$ cat src/hw/crc_dbg_pkg.sv
// Notes on behaviour
// RULE1: Writing checksum byte one starts a 32-bit checksum of all program memory.
// RULE2: The whole-memory checksum starts at address 0x0000 and runs to the end.
// RULE3: The 32-bit result lands in bytes three (most significant) down to zero.
// RULE4: Debug traffic happens only while halted, with peripherals and program stalled.
// RULE5: While halted the debug port borrows the clock/reset pin and data pin.
// RULE6: Writing checksum byte zero starts a 16-bit checksum of one 256-byte block.
// RULE7: The written byte is the upper start address; the lower byte is 0x00.
// RULE8: The 16-bit block result lands in byte one (high) and byte zero (low).
// RULE9: The adapter waits for a checksum to finish before reading or restarting.
package crc_dbg_pkg;
   localparam logic [7:0] OFS_BYTE_ZERO = 8'ha9;
   localparam logic [7:0] OFS_BYTE_ONE = 8'haa;
   localparam logic [7:0] OFS_BYTE_TWO = 8'hab;
   localparam logic [7:0] OFS_BYTE_THREE = 8'hac;
   localparam logic [7:0] RESULT_RESET = 8'h00;
   localparam logic [15:0] FULL_START_ADDR = 16'h0000;
   localparam logic [7:0] BLOCK_LOW_ADDR = 8'h00;
   localparam logic [7:0] BLOCK_LAST_LOW = 8'hff;
   localparam int BLOCK_BYTES = 256;
   localparam int SYNC_STAGES = 2;

   typedef enum logic [2:0] {
      ST_IDLE = 3'b001,
      ST_READ = 3'b010,
      ST_TAKE = 3'b100
   } crc_state_t;
endpackage

$ cat src/hw/crc_byte_step.sv
`timescale 1ns/1ns
// One byte folded into a checksum, most significant bit first.
module crc_byte_step #(
   parameter int WIDTH = 16,
   parameter logic [WIDTH-1:0] POLY = '1
) (
   // Running value and new byte.
   input wire logic [WIDTH-1:0] crcIn,
   input wire logic [7:0] dataIn,
   // Updated value.
   output logic [WIDTH-1:0] crcOut
);
   // Eight shift steps unrolled by the loop; purely combinational.
   always_comb
   begin
      logic [WIDTH-1:0] c;
      c = crcIn;
      for (int i = 7; i >= 0; i--)
      begin
         if (c[WIDTH-1] ^ dataIn[i])
            c = {c[WIDTH-2:0], 1'b0} ^ POLY;
         else
            c = {c[WIDTH-2:0], 1'b0};
      end
      crcOut = c;
   end
endmodule // crc_byte_step

$ cat src/hw/program_memory_crc_debug_regs.sv
`timescale 1ns/1ns
module program_memory_crc_debug_regs #(
   parameter int PROG_BYTES = 8192,
   parameter logic [31:0] POLY32 = 32'h04c11db7,
   parameter logic [15:0] POLY16 = 16'h1021,
   parameter logic [31:0] INIT32 = 32'h00000000,
   parameter logic [15:0] INIT16 = 16'h0000
) (
   // Clock, reset and freeze.
   input wire logic sys_clk,
   input wire logic rst_n,
   input wire logic ce,
   // Halt control from the device control logic.
   input wire logic haltRequest,
   output logic coreStall_q,
   // Register access from the debug port framing logic.
   input wire logic regWrite,
   input wire logic regRead,
   input wire logic [7:0] regAddr,
   input wire logic [7:0] regWdata,
   output logic [7:0] regRdata_q,
   output logic crcBusy_q,
   // Program memory read port, data valid the cycle after the read.
   output logic [15:0] memAddr_q,
   output logic memReadEn_q,
   input wire logic [7:0] memRdata,
   // Shared pins.
   input wire logic debugClockPinIn,
   input wire logic debugDataPinIn,
   output logic debugDataPinOut_q,
   output logic debugDataPinOe_q,
   // Debug port side of the shared pins.
   input wire logic debugDataOut,
   input wire logic debugDataOe,
   output logic debugDataIn_q,
   output logic debugClockRise_q,
   // User side of the shared pins.
   input wire logic userDataOut,
   input wire logic userDataOe,
   output logic userDataIn_q,
   output logic userResetN_q
);
   import crc_dbg_pkg::*;
   localparam logic [15:0] PROG_LAST = 16'(PROG_BYTES - 1);
   crc_state_t state_q;
   logic fullMode_q;
   logic [15:0] lastAddr_q;
   logic [31:0] crc32_q;
   logic [15:0] crc16_q;
   logic [31:0] crc32Next;
   logic [15:0] crc16Next;
   logic [7:0] byte0_q, byte1_q, byte2_q, byte3_q;
   logic [SYNC_STAGES-1:0] clkSync_q, dataSync_q;
   logic clkPrev_q;
   logic wrIdle;
   logic lastByte;
   // Accesses count only while halted; a busy engine ignores writes.
   assign wrIdle = ce && regWrite && coreStall_q && (state_q == ST_IDLE);
   assign lastByte = (memAddr_q == lastAddr_q);
   crc_byte_step #(.WIDTH(32), .POLY(POLY32)) step32 (
      .crcIn(crc32_q),
      .dataIn(memRdata),
      .crcOut(crc32Next)
   );
   crc_byte_step #(.WIDTH(16), .POLY(POLY16)) step16 (
      .crcIn(crc16_q),
      .dataIn(memRdata),
      .crcOut(crc16Next)
   );
   // Halt follows the control logic; the stall output freezes core and peripherals.
   always_ff @(posedge sys_clk or negedge rst_n)
   begin
      if (!rst_n)
         coreStall_q <= 1'b0;
      else if (ce)
         coreStall_q <= haltRequest; // RULE4
   end

   // Pin synchronisers; only the last stage is read by logic.
   always_ff @(posedge sys_clk or negedge rst_n)
   begin
      if (!rst_n)
      begin
         clkSync_q <= '1;
         dataSync_q <= '0;
         clkPrev_q <= 1'b1;
      end
      else if (ce)
      begin
         clkSync_q <= {clkSync_q[SYNC_STAGES-2:0], debugClockPinIn};
         dataSync_q <= {dataSync_q[SYNC_STAGES-2:0], debugDataPinIn};
         clkPrev_q <= clkSync_q[SYNC_STAGES-1];
      end
   end

   // Pin sharing: while halted the debug port owns both pins and the reset
   // meaning of the clock pin is masked, so debug clocking cannot reset the user.
   always_ff @(posedge sys_clk or negedge rst_n)
   begin
      if (!rst_n)
      begin
         debugDataPinOut_q <= 1'b0;
         debugDataPinOe_q <= 1'b0;
         debugDataIn_q <= 1'b0;
         userDataIn_q <= 1'b0;
         debugClockRise_q <= 1'b0;
         userResetN_q <= 1'b1;
      end
      else if (ce)
      begin
         if (coreStall_q)
         begin
            debugDataPinOut_q <= debugDataOut; // RULE5
            debugDataPinOe_q <= debugDataOe; // RULE5
            debugDataIn_q <= dataSync_q[SYNC_STAGES-1];
            debugClockRise_q <= clkSync_q[SYNC_STAGES-1] && !clkPrev_q;
            userResetN_q <= 1'b1; // RULE5
         end
         else
         begin
            debugDataPinOut_q <= userDataOut;
            debugDataPinOe_q <= userDataOe;
            userDataIn_q <= dataSync_q[SYNC_STAGES-1];
            debugClockRise_q <= 1'b0;
            userResetN_q <= clkSync_q[SYNC_STAGES-1];
         end
      end
   end

   // Sequencer: one read cycle and one fold cycle per byte, which keeps the
   // memory port simple at the cost of half the possible throughput.
   always_ff @(posedge sys_clk or negedge rst_n)
   begin
      if (!rst_n)
      begin
         state_q <= ST_IDLE;
         fullMode_q <= 1'b0;
         lastAddr_q <= 16'h0000;
         memAddr_q <= 16'h0000;
         memReadEn_q <= 1'b0;
         crcBusy_q <= 1'b0;
         crc32_q <= 32'h00000000;
         crc16_q <= 16'h0000;
      end
      else if (ce)
      begin
         case (state_q)
            ST_IDLE:
            begin
               if (wrIdle && regAddr == OFS_BYTE_ONE)
               begin
                  fullMode_q <= 1'b1; // RULE1
                  memAddr_q <= FULL_START_ADDR; // RULE2
                  lastAddr_q <= PROG_LAST; // RULE2
                  crc32_q <= INIT32;
                  memReadEn_q <= 1'b1;
                  crcBusy_q <= 1'b1;
                  state_q <= ST_READ;
               end
               else if (wrIdle && regAddr == OFS_BYTE_ZERO)
               begin
                  fullMode_q <= 1'b0; // RULE6
                  memAddr_q <= {regWdata, BLOCK_LOW_ADDR}; // RULE7
                  lastAddr_q <= {regWdata, BLOCK_LAST_LOW}; // RULE6
                  crc16_q <= INIT16;
                  memReadEn_q <= 1'b1;
                  crcBusy_q <= 1'b1;
                  state_q <= ST_READ;
               end
            end
            ST_READ:
            begin
               memReadEn_q <= 1'b0;
               state_q <= ST_TAKE;
            end
            ST_TAKE:
            begin
               if (fullMode_q)
                  crc32_q <= crc32Next; // RULE1
               else
                  crc16_q <= crc16Next; // RULE6
               if (lastByte)
               begin
                  crcBusy_q <= 1'b0;
                  state_q <= ST_IDLE;
               end
               else
               begin
                  memAddr_q <= memAddr_q + 16'h0001;
                  memReadEn_q <= 1'b1;
                  state_q <= ST_READ;
               end
            end
            default:
            begin
               memReadEn_q <= 1'b0;
               crcBusy_q <= 1'b0;
               state_q <= ST_IDLE;
            end
         endcase
      end
   end

   // Result bytes: plain storage when idle, overwritten when a checksum ends.
   // A write of byte zero or one also starts a run, so its stored value is transient.
   always_ff @(posedge sys_clk or negedge rst_n)
   begin
      if (!rst_n)
      begin
         byte0_q <= RESULT_RESET;
         byte1_q <= RESULT_RESET;
         byte2_q <= RESULT_RESET;
         byte3_q <= RESULT_RESET;
      end
      else if (ce)
      begin
         if (state_q == ST_TAKE && lastByte)
         begin
            if (fullMode_q)
               {byte3_q, byte2_q, byte1_q, byte0_q} <= crc32Next; // RULE3
            else
               {byte1_q, byte0_q} <= crc16Next; // RULE8
         end
         else if (wrIdle)
         begin
            case (regAddr)
               OFS_BYTE_ZERO: byte0_q <= regWdata;
               OFS_BYTE_ONE: byte1_q <= regWdata;
               OFS_BYTE_TWO: byte2_q <= regWdata;
               OFS_BYTE_THREE: byte3_q <= regWdata;
               default: ;
            endcase
         end
      end
   end

   // Read data; unmapped offsets return zero. Reads mid-run show stale bytes.
   always_ff @(posedge sys_clk or negedge rst_n)
   begin
      if (!rst_n)
         regRdata_q <= 8'h00;
      else if (ce && regRead && coreStall_q)
      begin
         case (regAddr)
            OFS_BYTE_ZERO: regRdata_q <= byte0_q;
            OFS_BYTE_ONE: regRdata_q <= byte1_q;
            OFS_BYTE_TWO: regRdata_q <= byte2_q;
            OFS_BYTE_THREE: regRdata_q <= byte3_q;
            default: regRdata_q <= 8'h00;
         endcase
      end
   end

   property p_full_start;
      @(posedge sys_clk) disable iff (!rst_n)
      wrIdle && regAddr == OFS_BYTE_ONE |=> crcBusy_q && fullMode_q && memAddr_q == 16'h0000 && memReadEn_q;
   endproperty
   a_full_start: assert property (p_full_start) else $error("full checksum did not start at zero"); // RULE1
   property p_full_walk;
      @(posedge sys_clk) disable iff (!rst_n)
      $past(ce) && $past(state_q == ST_TAKE) && !$past(lastByte) |-> memAddr_q == $past(memAddr_q) + 16'h0001;
   endproperty
   a_full_walk: assert property (p_full_walk) else $error("address did not advance by one"); // RULE2
   property p_full_result;
      @(posedge sys_clk) disable iff (!rst_n)
      $fell(crcBusy_q) && fullMode_q |-> {byte3_q, byte2_q, byte1_q, byte0_q} == crc32_q;
   endproperty
   a_full_result: assert property (p_full_result) else $error("32-bit result bytes wrong"); // RULE3
   property p_stall;
      @(posedge sys_clk) disable iff (!rst_n)
      $past(ce) |-> coreStall_q == $past(haltRequest);
   endproperty
   a_stall: assert property (p_stall) else $error("stall does not follow halt"); // RULE4
   property p_pin_borrow;
      @(posedge sys_clk) disable iff (!rst_n)
      $past(ce) && $past(coreStall_q) |-> userResetN_q && debugDataPinOe_q == $past(debugDataOe);
   endproperty
   a_pin_borrow: assert property (p_pin_borrow) else $error("pins not handed to debug port"); // RULE5
   property p_block_start;
      @(posedge sys_clk) disable iff (!rst_n)
      wrIdle && regAddr == OFS_BYTE_ZERO |=> !fullMode_q && memAddr_q == {$past(regWdata), 8'h00};
   endproperty
   a_block_start: assert property (p_block_start) else $error("block start address wrong"); // RULE7
   property p_block_page;
      @(posedge sys_clk) disable iff (!rst_n)
      crcBusy_q && !fullMode_q && $past(crcBusy_q) |-> memAddr_q[15:8] == $past(memAddr_q[15:8]);
   endproperty
   a_block_page: assert property (p_block_page) else $error("block checksum left its 256-byte page"); // RULE6
   property p_block_result;
      @(posedge sys_clk) disable iff (!rst_n)
      $fell(crcBusy_q) && !fullMode_q |-> {byte1_q, byte0_q} == crc16_q && byte3_q == $past(byte3_q);
   endproperty
   a_block_result: assert property (p_block_result) else $error("16-bit result bytes wrong"); // RULE8
   property p_read_pulse;
      @(posedge sys_clk) disable iff (!rst_n)
      $past(ce) && $past(memReadEn_q) |-> !memReadEn_q;
   endproperty
   a_read_pulse: assert property (p_read_pulse) else $error("memory read held for two cycles"); // RULE2
endmodule // program_memory_crc_debug_regs

$ cat config.mk
export PLATFORM = sky130hd
export DESIGN_NAME = program_memory_crc_debug_regs
export DESIGN_NICKNAME = d
export VERILOG_FILES = /design/src/hw/crc_dbg_pkg.sv /design/src/hw/crc_byte_step.sv /design/src/hw/program_memory_crc_debug_regs.sv
export SDC_FILE = /design/constraint.sdc
export NUM_CORES = 1
export LEC_CHECK = 0
export ABC_CLOCK_PERIOD_IN_PS = 3000
export BUFFER_PORTS_ARGS = -buffer_cell sky130_fd_sc_hd__buf_2
export CAP_MARGIN = 10
export CORE_ASPECT_RATIO = 1.1
export CORE_MARGIN = 4
export CORE_UTILIZATION = 45
export DETAILED_ROUTE_END_ITERATION = 12
export GPL_ROUTABILITY_DRIVEN = 0
export PLACE_DENSITY = 0.66
export RECOVER_POWER = 100
export SLEW_MARGIN = 20
export SYNTH_ARGS = -nofsm -noshare
export SYNTH_HDL_FRONTEND = slang
export SYNTH_SLANG_ARGS = --single-unit
$ cat constraint.sdc
create_clock -name sys_clk -period 3 [get_ports sys_clk]
set_clock_uncertainty 0.15 [all_clocks]
set_input_delay 0.6 -clock sys_clk [delete_from_list [all_inputs] [get_ports sys_clk]]
set_output_delay 0.6 -clock sys_clk [all_outputs]
set_load 0.01 [all_outputs]
Word-level counts from Yosys, hierarchy flattened

Cells that the tools add are included.

Register bits after elaboration: 138
Input port bits: 36
Word-level logic and storage cells: 167

$add $sub $neg: 1
Eq/ne operators: 17
Multiplexer cells: 62
Bitwise operators: 34
Reduce and logical (&&, ||, !) cells: 30

Operators by type and width:

| operator              | count |
|---|---|
| $mux 27               | 8 |
| $mux 16               | 8 |
| $mux 8                | 16 |
| $not 14->14           | 8 |
| $mux 13               | 8 |
| $mux 32               | 2 |
| $pmux 16 s2           | 2 |
| $pmux 32 s2           | 1 |
| $eq 8x8->1 const B    | 4 |
| $pmux 8 s4            | 1 |
| $not 3->3             | 8 |
| $reduce_and 4->1      | 5 |
| $add 16x1->16 const B | 1 |
| $eq 16x16->1          | 1 |
| $xor 1x1->1           | 16 |
| $reduce_bool 2->1     | 7 |
| $ne 2x2->1 const B    | 6 |
| $reduce_and 3->1      | 4 |
| $mux 1                | 10 |
| $logic_and 1x1->1     | 9 |
| $pmux 3 s3            | 1 |
| $mux 3                | 2 |
| $reduce_and 2->1      | 3 |
| $reduce_and 5->1      | 1 |
| other kinds (10)      | 12 |

Longest topological paths before layout

Word-level depth: 18
Mapped depth: 10

Cells and area by module

From an unflattened synthesis, not the netlist that was laid out.

Cells, all modules: 759
Area, all modules: 7737.4 sq um

By module, submodules not included:

| module                        | instances | cells an instance | area each (sq um) |
|---|---|---|---|
| program_memory_crc_debug_regs | 1         | 671               | 6359.8 |
| crc_byte_step at step32       | 1         | 63                | 989.7 |
| crc_byte_step at step16       | 1         | 25                | 387.9 |

Least setup slack after synthesis

OpenSTA, ideal clock, no wires.

Kind: input to register
From: input ce
To: register crc16_q[15]
Library setup time: 120 ps
Arrival time: 2670 ps
Data required time: 2730 ps
Setup slack: 60 ps
Stages: 9
Cells stage by stage: clkbuf_1 nand2_1 or3_1 buf_6 or3_1 buf_2 a211o_1 buf_2 a31o_2

Word-level cells in the longest chain between the ends: 6
Elaborated cells between the ends (all ways): 8
Classes of those cells: eq/ne: 2; reduce/logical: 6

Ends and longest elaborated chain:

| item                                                             | line                                                                       | RTL |
|---|---|---|
| start, declared                                                  | program_memory_crc_debug_regs.sv:12                                        | `input wire logic ce,` |
| $logic_and 1x1->1 (3 in a row)                                   | program_memory_crc_debug_regs.sv:58                                        | `assign wrIdle = ce && regWrite && coreStall_q && (state_q == ST_IDLE);` |
| $logic_and 1x1->1, on equally long branches                      | program_memory_crc_debug_regs.sv:160, program_memory_crc_debug_regs.sv:150 |  |
| $ne 2x1->1 (no source line) / $ne 2x2->1 (equally long branches) | --                                                                         |  |
| $reduce_and 5->1 (no source line) *                              | --                                                                         |  |
| end signal, assigned                                             | program_memory_crc_debug_regs.sv:181                                       | `crc16_q <= crc16Next;` |
| end, declared                                                    | program_memory_crc_debug_regs.sv:49                                        | `logic [15:0] crc16_q;` |

Every way passes the cells marked *; elsewhere a longest branch is shown, timed or not.
A chain may end at the register's enable or synchronous reset.

Final worst setup path

From: register state_q[0]
To: register memAddr_q[10]

Word-level cells in the longest chain between the ends: 5
Elaborated cells between the ends (all ways): 11
Classes of those cells: eq/ne: 4; mux: 2; reduce/logical: 5

Ends and longest elaborated chain:

| item                                                                    | line                                                                       | RTL |
|---|---|---|
| start, declared                                                         | program_memory_crc_debug_regs.sv:45                                        | `crc_state_t state_q;` |
| start signal, assigned                                                  | program_memory_crc_debug_regs.sv:136                                       | `state_q <= ST_IDLE;` |
| start signal, assigned                                                  | program_memory_crc_debug_regs.sv:158                                       | `state_q <= ST_READ;` |
| start signal, assigned                                                  | program_memory_crc_debug_regs.sv:168                                       | `state_q <= ST_READ;` |
| $eq 3x1->1                                                              | program_memory_crc_debug_regs.sv:58, program_memory_crc_debug_regs.sv:147  |  |
| $logic_and 1x1->1                                                       | program_memory_crc_debug_regs.sv:58                                        |  |
| $logic_and 1x1->1, on equally long branches                             | program_memory_crc_debug_regs.sv:150, program_memory_crc_debug_regs.sv:160 |  |
| $ne 3x1->1 (no source line) / $mux 16 (equally long branches)           | --                                                                         |  |
| $reduce_and 4->1 (no source line) / $pmux 16 s2 (equally long branches) | --                                                                         |  |
| end signal, assigned                                                    | program_memory_crc_debug_regs.sv:163                                       | `memAddr_q <= {regWdata, BLOCK_LOW_ADDR};` |
| end signal, assigned                                                    | program_memory_crc_debug_regs.sv:189                                       | `memAddr_q <= memAddr_q + 16'h0001;` |
| end, declared                                                           | program_memory_crc_debug_regs.sv:24                                        | `output logic [15:0] memAddr_q,` |

Parallel ways exist; a longest one is shown, timed or not.

==> reports/metrics.cfg <==
[floorplanning]
die_h_um=139.4
fp-row-count=47
die_w_um=127.5
core-area_um2=15230
io-pin-count=69
start_util=0.4640
die_area_um2=17780

[setup_path]
arrival_ns=3.03
criticalPathCategory=register to register
required_ns=3.15
path_max_fanout=7
startpoint_type=register
setup.worst_path.end_class=register

[logic_synthesis]
synth_area_per_cell_um2=9.774
async_reset_ff_frac=1.000
ys_ff_latch=131
synth_warnings=0
ys_seq_area_frac=0.4648
syn_nets=760
yosysUniqueCellTypes=62
ys.flop_type=dfrtp_1
synth_cells=723
synth_edf_count=0
syn_area_um2=7067

[clock_tree]
clk_latency_ns=0.42
cts_tree=yes
cts.path.max_buffers=2
cts_max_level=4
root_buffer=clkbuf_16
cts.sinks=131
cts_buffers=17
clk_pin_slew_ns=0.05

[sta]
final-hold-violation-count=0
max-slew-margin-rel=-0.04819
layout_worst_path_cycle_share=0.9599
fin_setup_tns_ns=0
rsz0062_at_grt=false
final.setup.worst_slack_ns=0.1202
setup_violations=0
worst_pin_slew_ns=1.572
period_needed_ns=2.880
slew_violations=27
max_freq_mhz=347.3

[placed_design]
dp_hpwl_um=15180
place_ws_ns=-0.003376
dp_cells=1009
io_buffers=68

[global_route]
grt_pass1_vias=5986
grt_pass1_wl_um=32550
antenna_found_initial=0
grt.overflow.total=0
grt_max_degree=55
grt_usage=0.2348

[layout]
area_growth_pct=20.70
antennaDiodeCount=0
regArea_um2=3284
drive_gt1_frac=0.1868
fillers=1353
layout.nets=871
stdcell_count=1042
multi_input_area_um2=3545

[power_and_ir_drop]
powerDensity_nw_per_um2=595.5
p_leak_nw=3.891
irDropWorstVdd_uv=388.2
report.power.total_mw=5.079

[detailed_routing]
ant_nets=0
firstDrtPassIters=7
wl_per_cell_um=19.53
vias=6024
drt_iter0_markers=643
via_per_inst=5.781
drc=0
totalWireLength_um=20350

[outcome]
status=complete, but fails checks
failed_checks=capacitance limit, slew limit

[flow_run]
maxCapViolCount=1

[worst_hold_path]
min_path_type=input pin to register

==> routing by layer <==
layer,up-vias,GRT usage,part of all wire
met3,40,0.05941,0.078
met2,250,0.3690,0.47
met4,0,0.1078,0.035
met5,-,0,0
li1,2784,-,-
met1,2950,0.3045,0.41
==> cell families (layout without fill, tap and decap cells) <==
logic type | count (synthesis) | in the layout | synth area share
buffers and inverters | 67 | 190 | 0.03736
DFF | 131 | 131 | 0.4648
xor gates and xnor gates | 109 | 109 | 0.1508
and+or+nand+nor | 195 | 195 | 0.1257
muxes | 19 | 19 | 0.02939
adders and majority gates | 1 | 1 | 0.001770
AOI/OAI and AO/OA | 201 | 201 | 0.1902
==> final timing paths <==
kind                            slack [ns]  cells past startpoint        endpoint            from
worst max-delay path                  0.12                      6   memAddr_q[10]      state_q[0]
worst min-delay path                  0.26                      2   dataSync_q[0]  debugDataPinIn
worst max register to register        0.12                      6   memAddr_q[10]      state_q[0]
worst min register to register        0.33                      2     memReadEn_q     memReadEn_q
max in group asynchronous             0.41                      3   debugDataIn_q           rst_n
min in group asynchronous             0.95                      2  lastAddr_q[10]           rst_n
==> layout by cell type, fill, tap and decap left out, drive strengths merged, types with 11 or more instances in the layout <==
cell and instances:
nand2 76, a21oi 31, inv 31, mux2 14
o22ai 25, clkbuf 68, buf 80, o21ai 62
a31o 11, dfrtp 126, xor2 43, o2bb2ai 11
nand3 14, nor2 63, xnor2 58
==> synth_stat cells, types with 4 or more instances <==
| library cell | instances | area share |
|---|---|---|
| a22o_1 | 10 | 0.012 |
| nand2b_1 | 5 | 0.0044 |
| nand3_1 | 13 | 0.0092 |
| clkbuf_1 | 28 | 0.015 |
| o21ai_0 | 62 | 0.044 |
| a221oi_1 | 8 | 0.0099 |
| o22ai_1 | 25 | 0.022 |
| o22a_1 | 4 | 0.0050 |
| dfrtp_1 | 126 | 0.45 |
| nor3_1 | 6 | 0.0042 |
| inv_1 | 31 | 0.016 |
| buf_2 | 4 | 0.0028 |
| dfstp_2 | 5 | 0.019 |
| mux2_2 | 14 | 0.022 |
| o2bb2ai_1 | 11 | 0.014 |
| a21oi_1 | 30 | 0.021 |
| xnor3_1 | 7 | 0.022 |
| or3_1 | 6 | 0.0053 |
| nand2_1 | 76 | 0.040 |
| xnor2_1 | 58 | 0.072 |
| mux2i_1 | 5 | 0.0071 |
| a31o_2 | 11 | 0.014 |
| xor2_1 | 43 | 0.053 |
| nor2_1 | 63 | 0.033 |
| a31oi_1 | 10 | 0.0089 |
==> state kept, by name (all words and copies together), names as in the netlist, 2 cells and up <==
register / flops
crc32_q: 32
dataSync_q: 2
byte2_q: 8
clkSync_q: 2
byte1_q: 8
state_q: 3
lastAddr_q: 9
crc16_q: 16
memAddr_q: 16
regRdata_q: 8
byte0_q: 8
byte3_q: 8
==> through the flow <==
stage                     utilization  area [um^2]  hold WS, ns
final                          0.5600         8529       0.2634
after global routing           0.5600         8529       0.2641
after CTS                      0.5660         8621       0.2505
after detailed placement       0.5248         7993       0.3132
after global placement         0.5248         7993       0.3101
after floorplan                     -         7067       0.1544
==> area by class of cell <==
| class | instances | share of cell area |
|---|---|---|
| Inverter | 31 | 0.01364 |
| Sequential cell | 131 | 0.3851 |
| Clock inverter | 10 | 0.01834 |
| Timing Repair Buffer | 128 | 0.08464 |
| Multi-Input combinational cell | 525 | 0.4156 |
| Clock buffer | 21 | 0.05398 |
| Tap cell | 196 | 0.02875 |
==> repair_timing <==
| item | 4_1_cts | 5_1_grt |
|---|---|---|
| resized for setup | 1 | 2 |
| pin swaps | 0 | 2 |
| setup buffers | 0 | 1 |
| hold buffers | 1 | 0 |
| endpoints found under the setup margin | 5 | 29 |
| endpoints found under the hold margin | 24 | 0 |
==> power by group <==
group          switching, mW  leakage (nW)  internal [mW]  total [mW]
logic                  0.537          1.92          0.375       0.912
registers             0.0981          1.67           1.88        1.97
clock network          0.769         0.303           1.42        2.19
total                   1.40          3.89           3.68        5.08
==> critical path: stages (launching register included) <==
cell and delay [ns]:
dfstp_2 0.52, or3b_4 0.39, or3_4 0.43, o41ai_4 0.44, and3_1 0.35, nand3_1 0.16, o311ai_0 0.32
(Power assumes the default switching activity.)
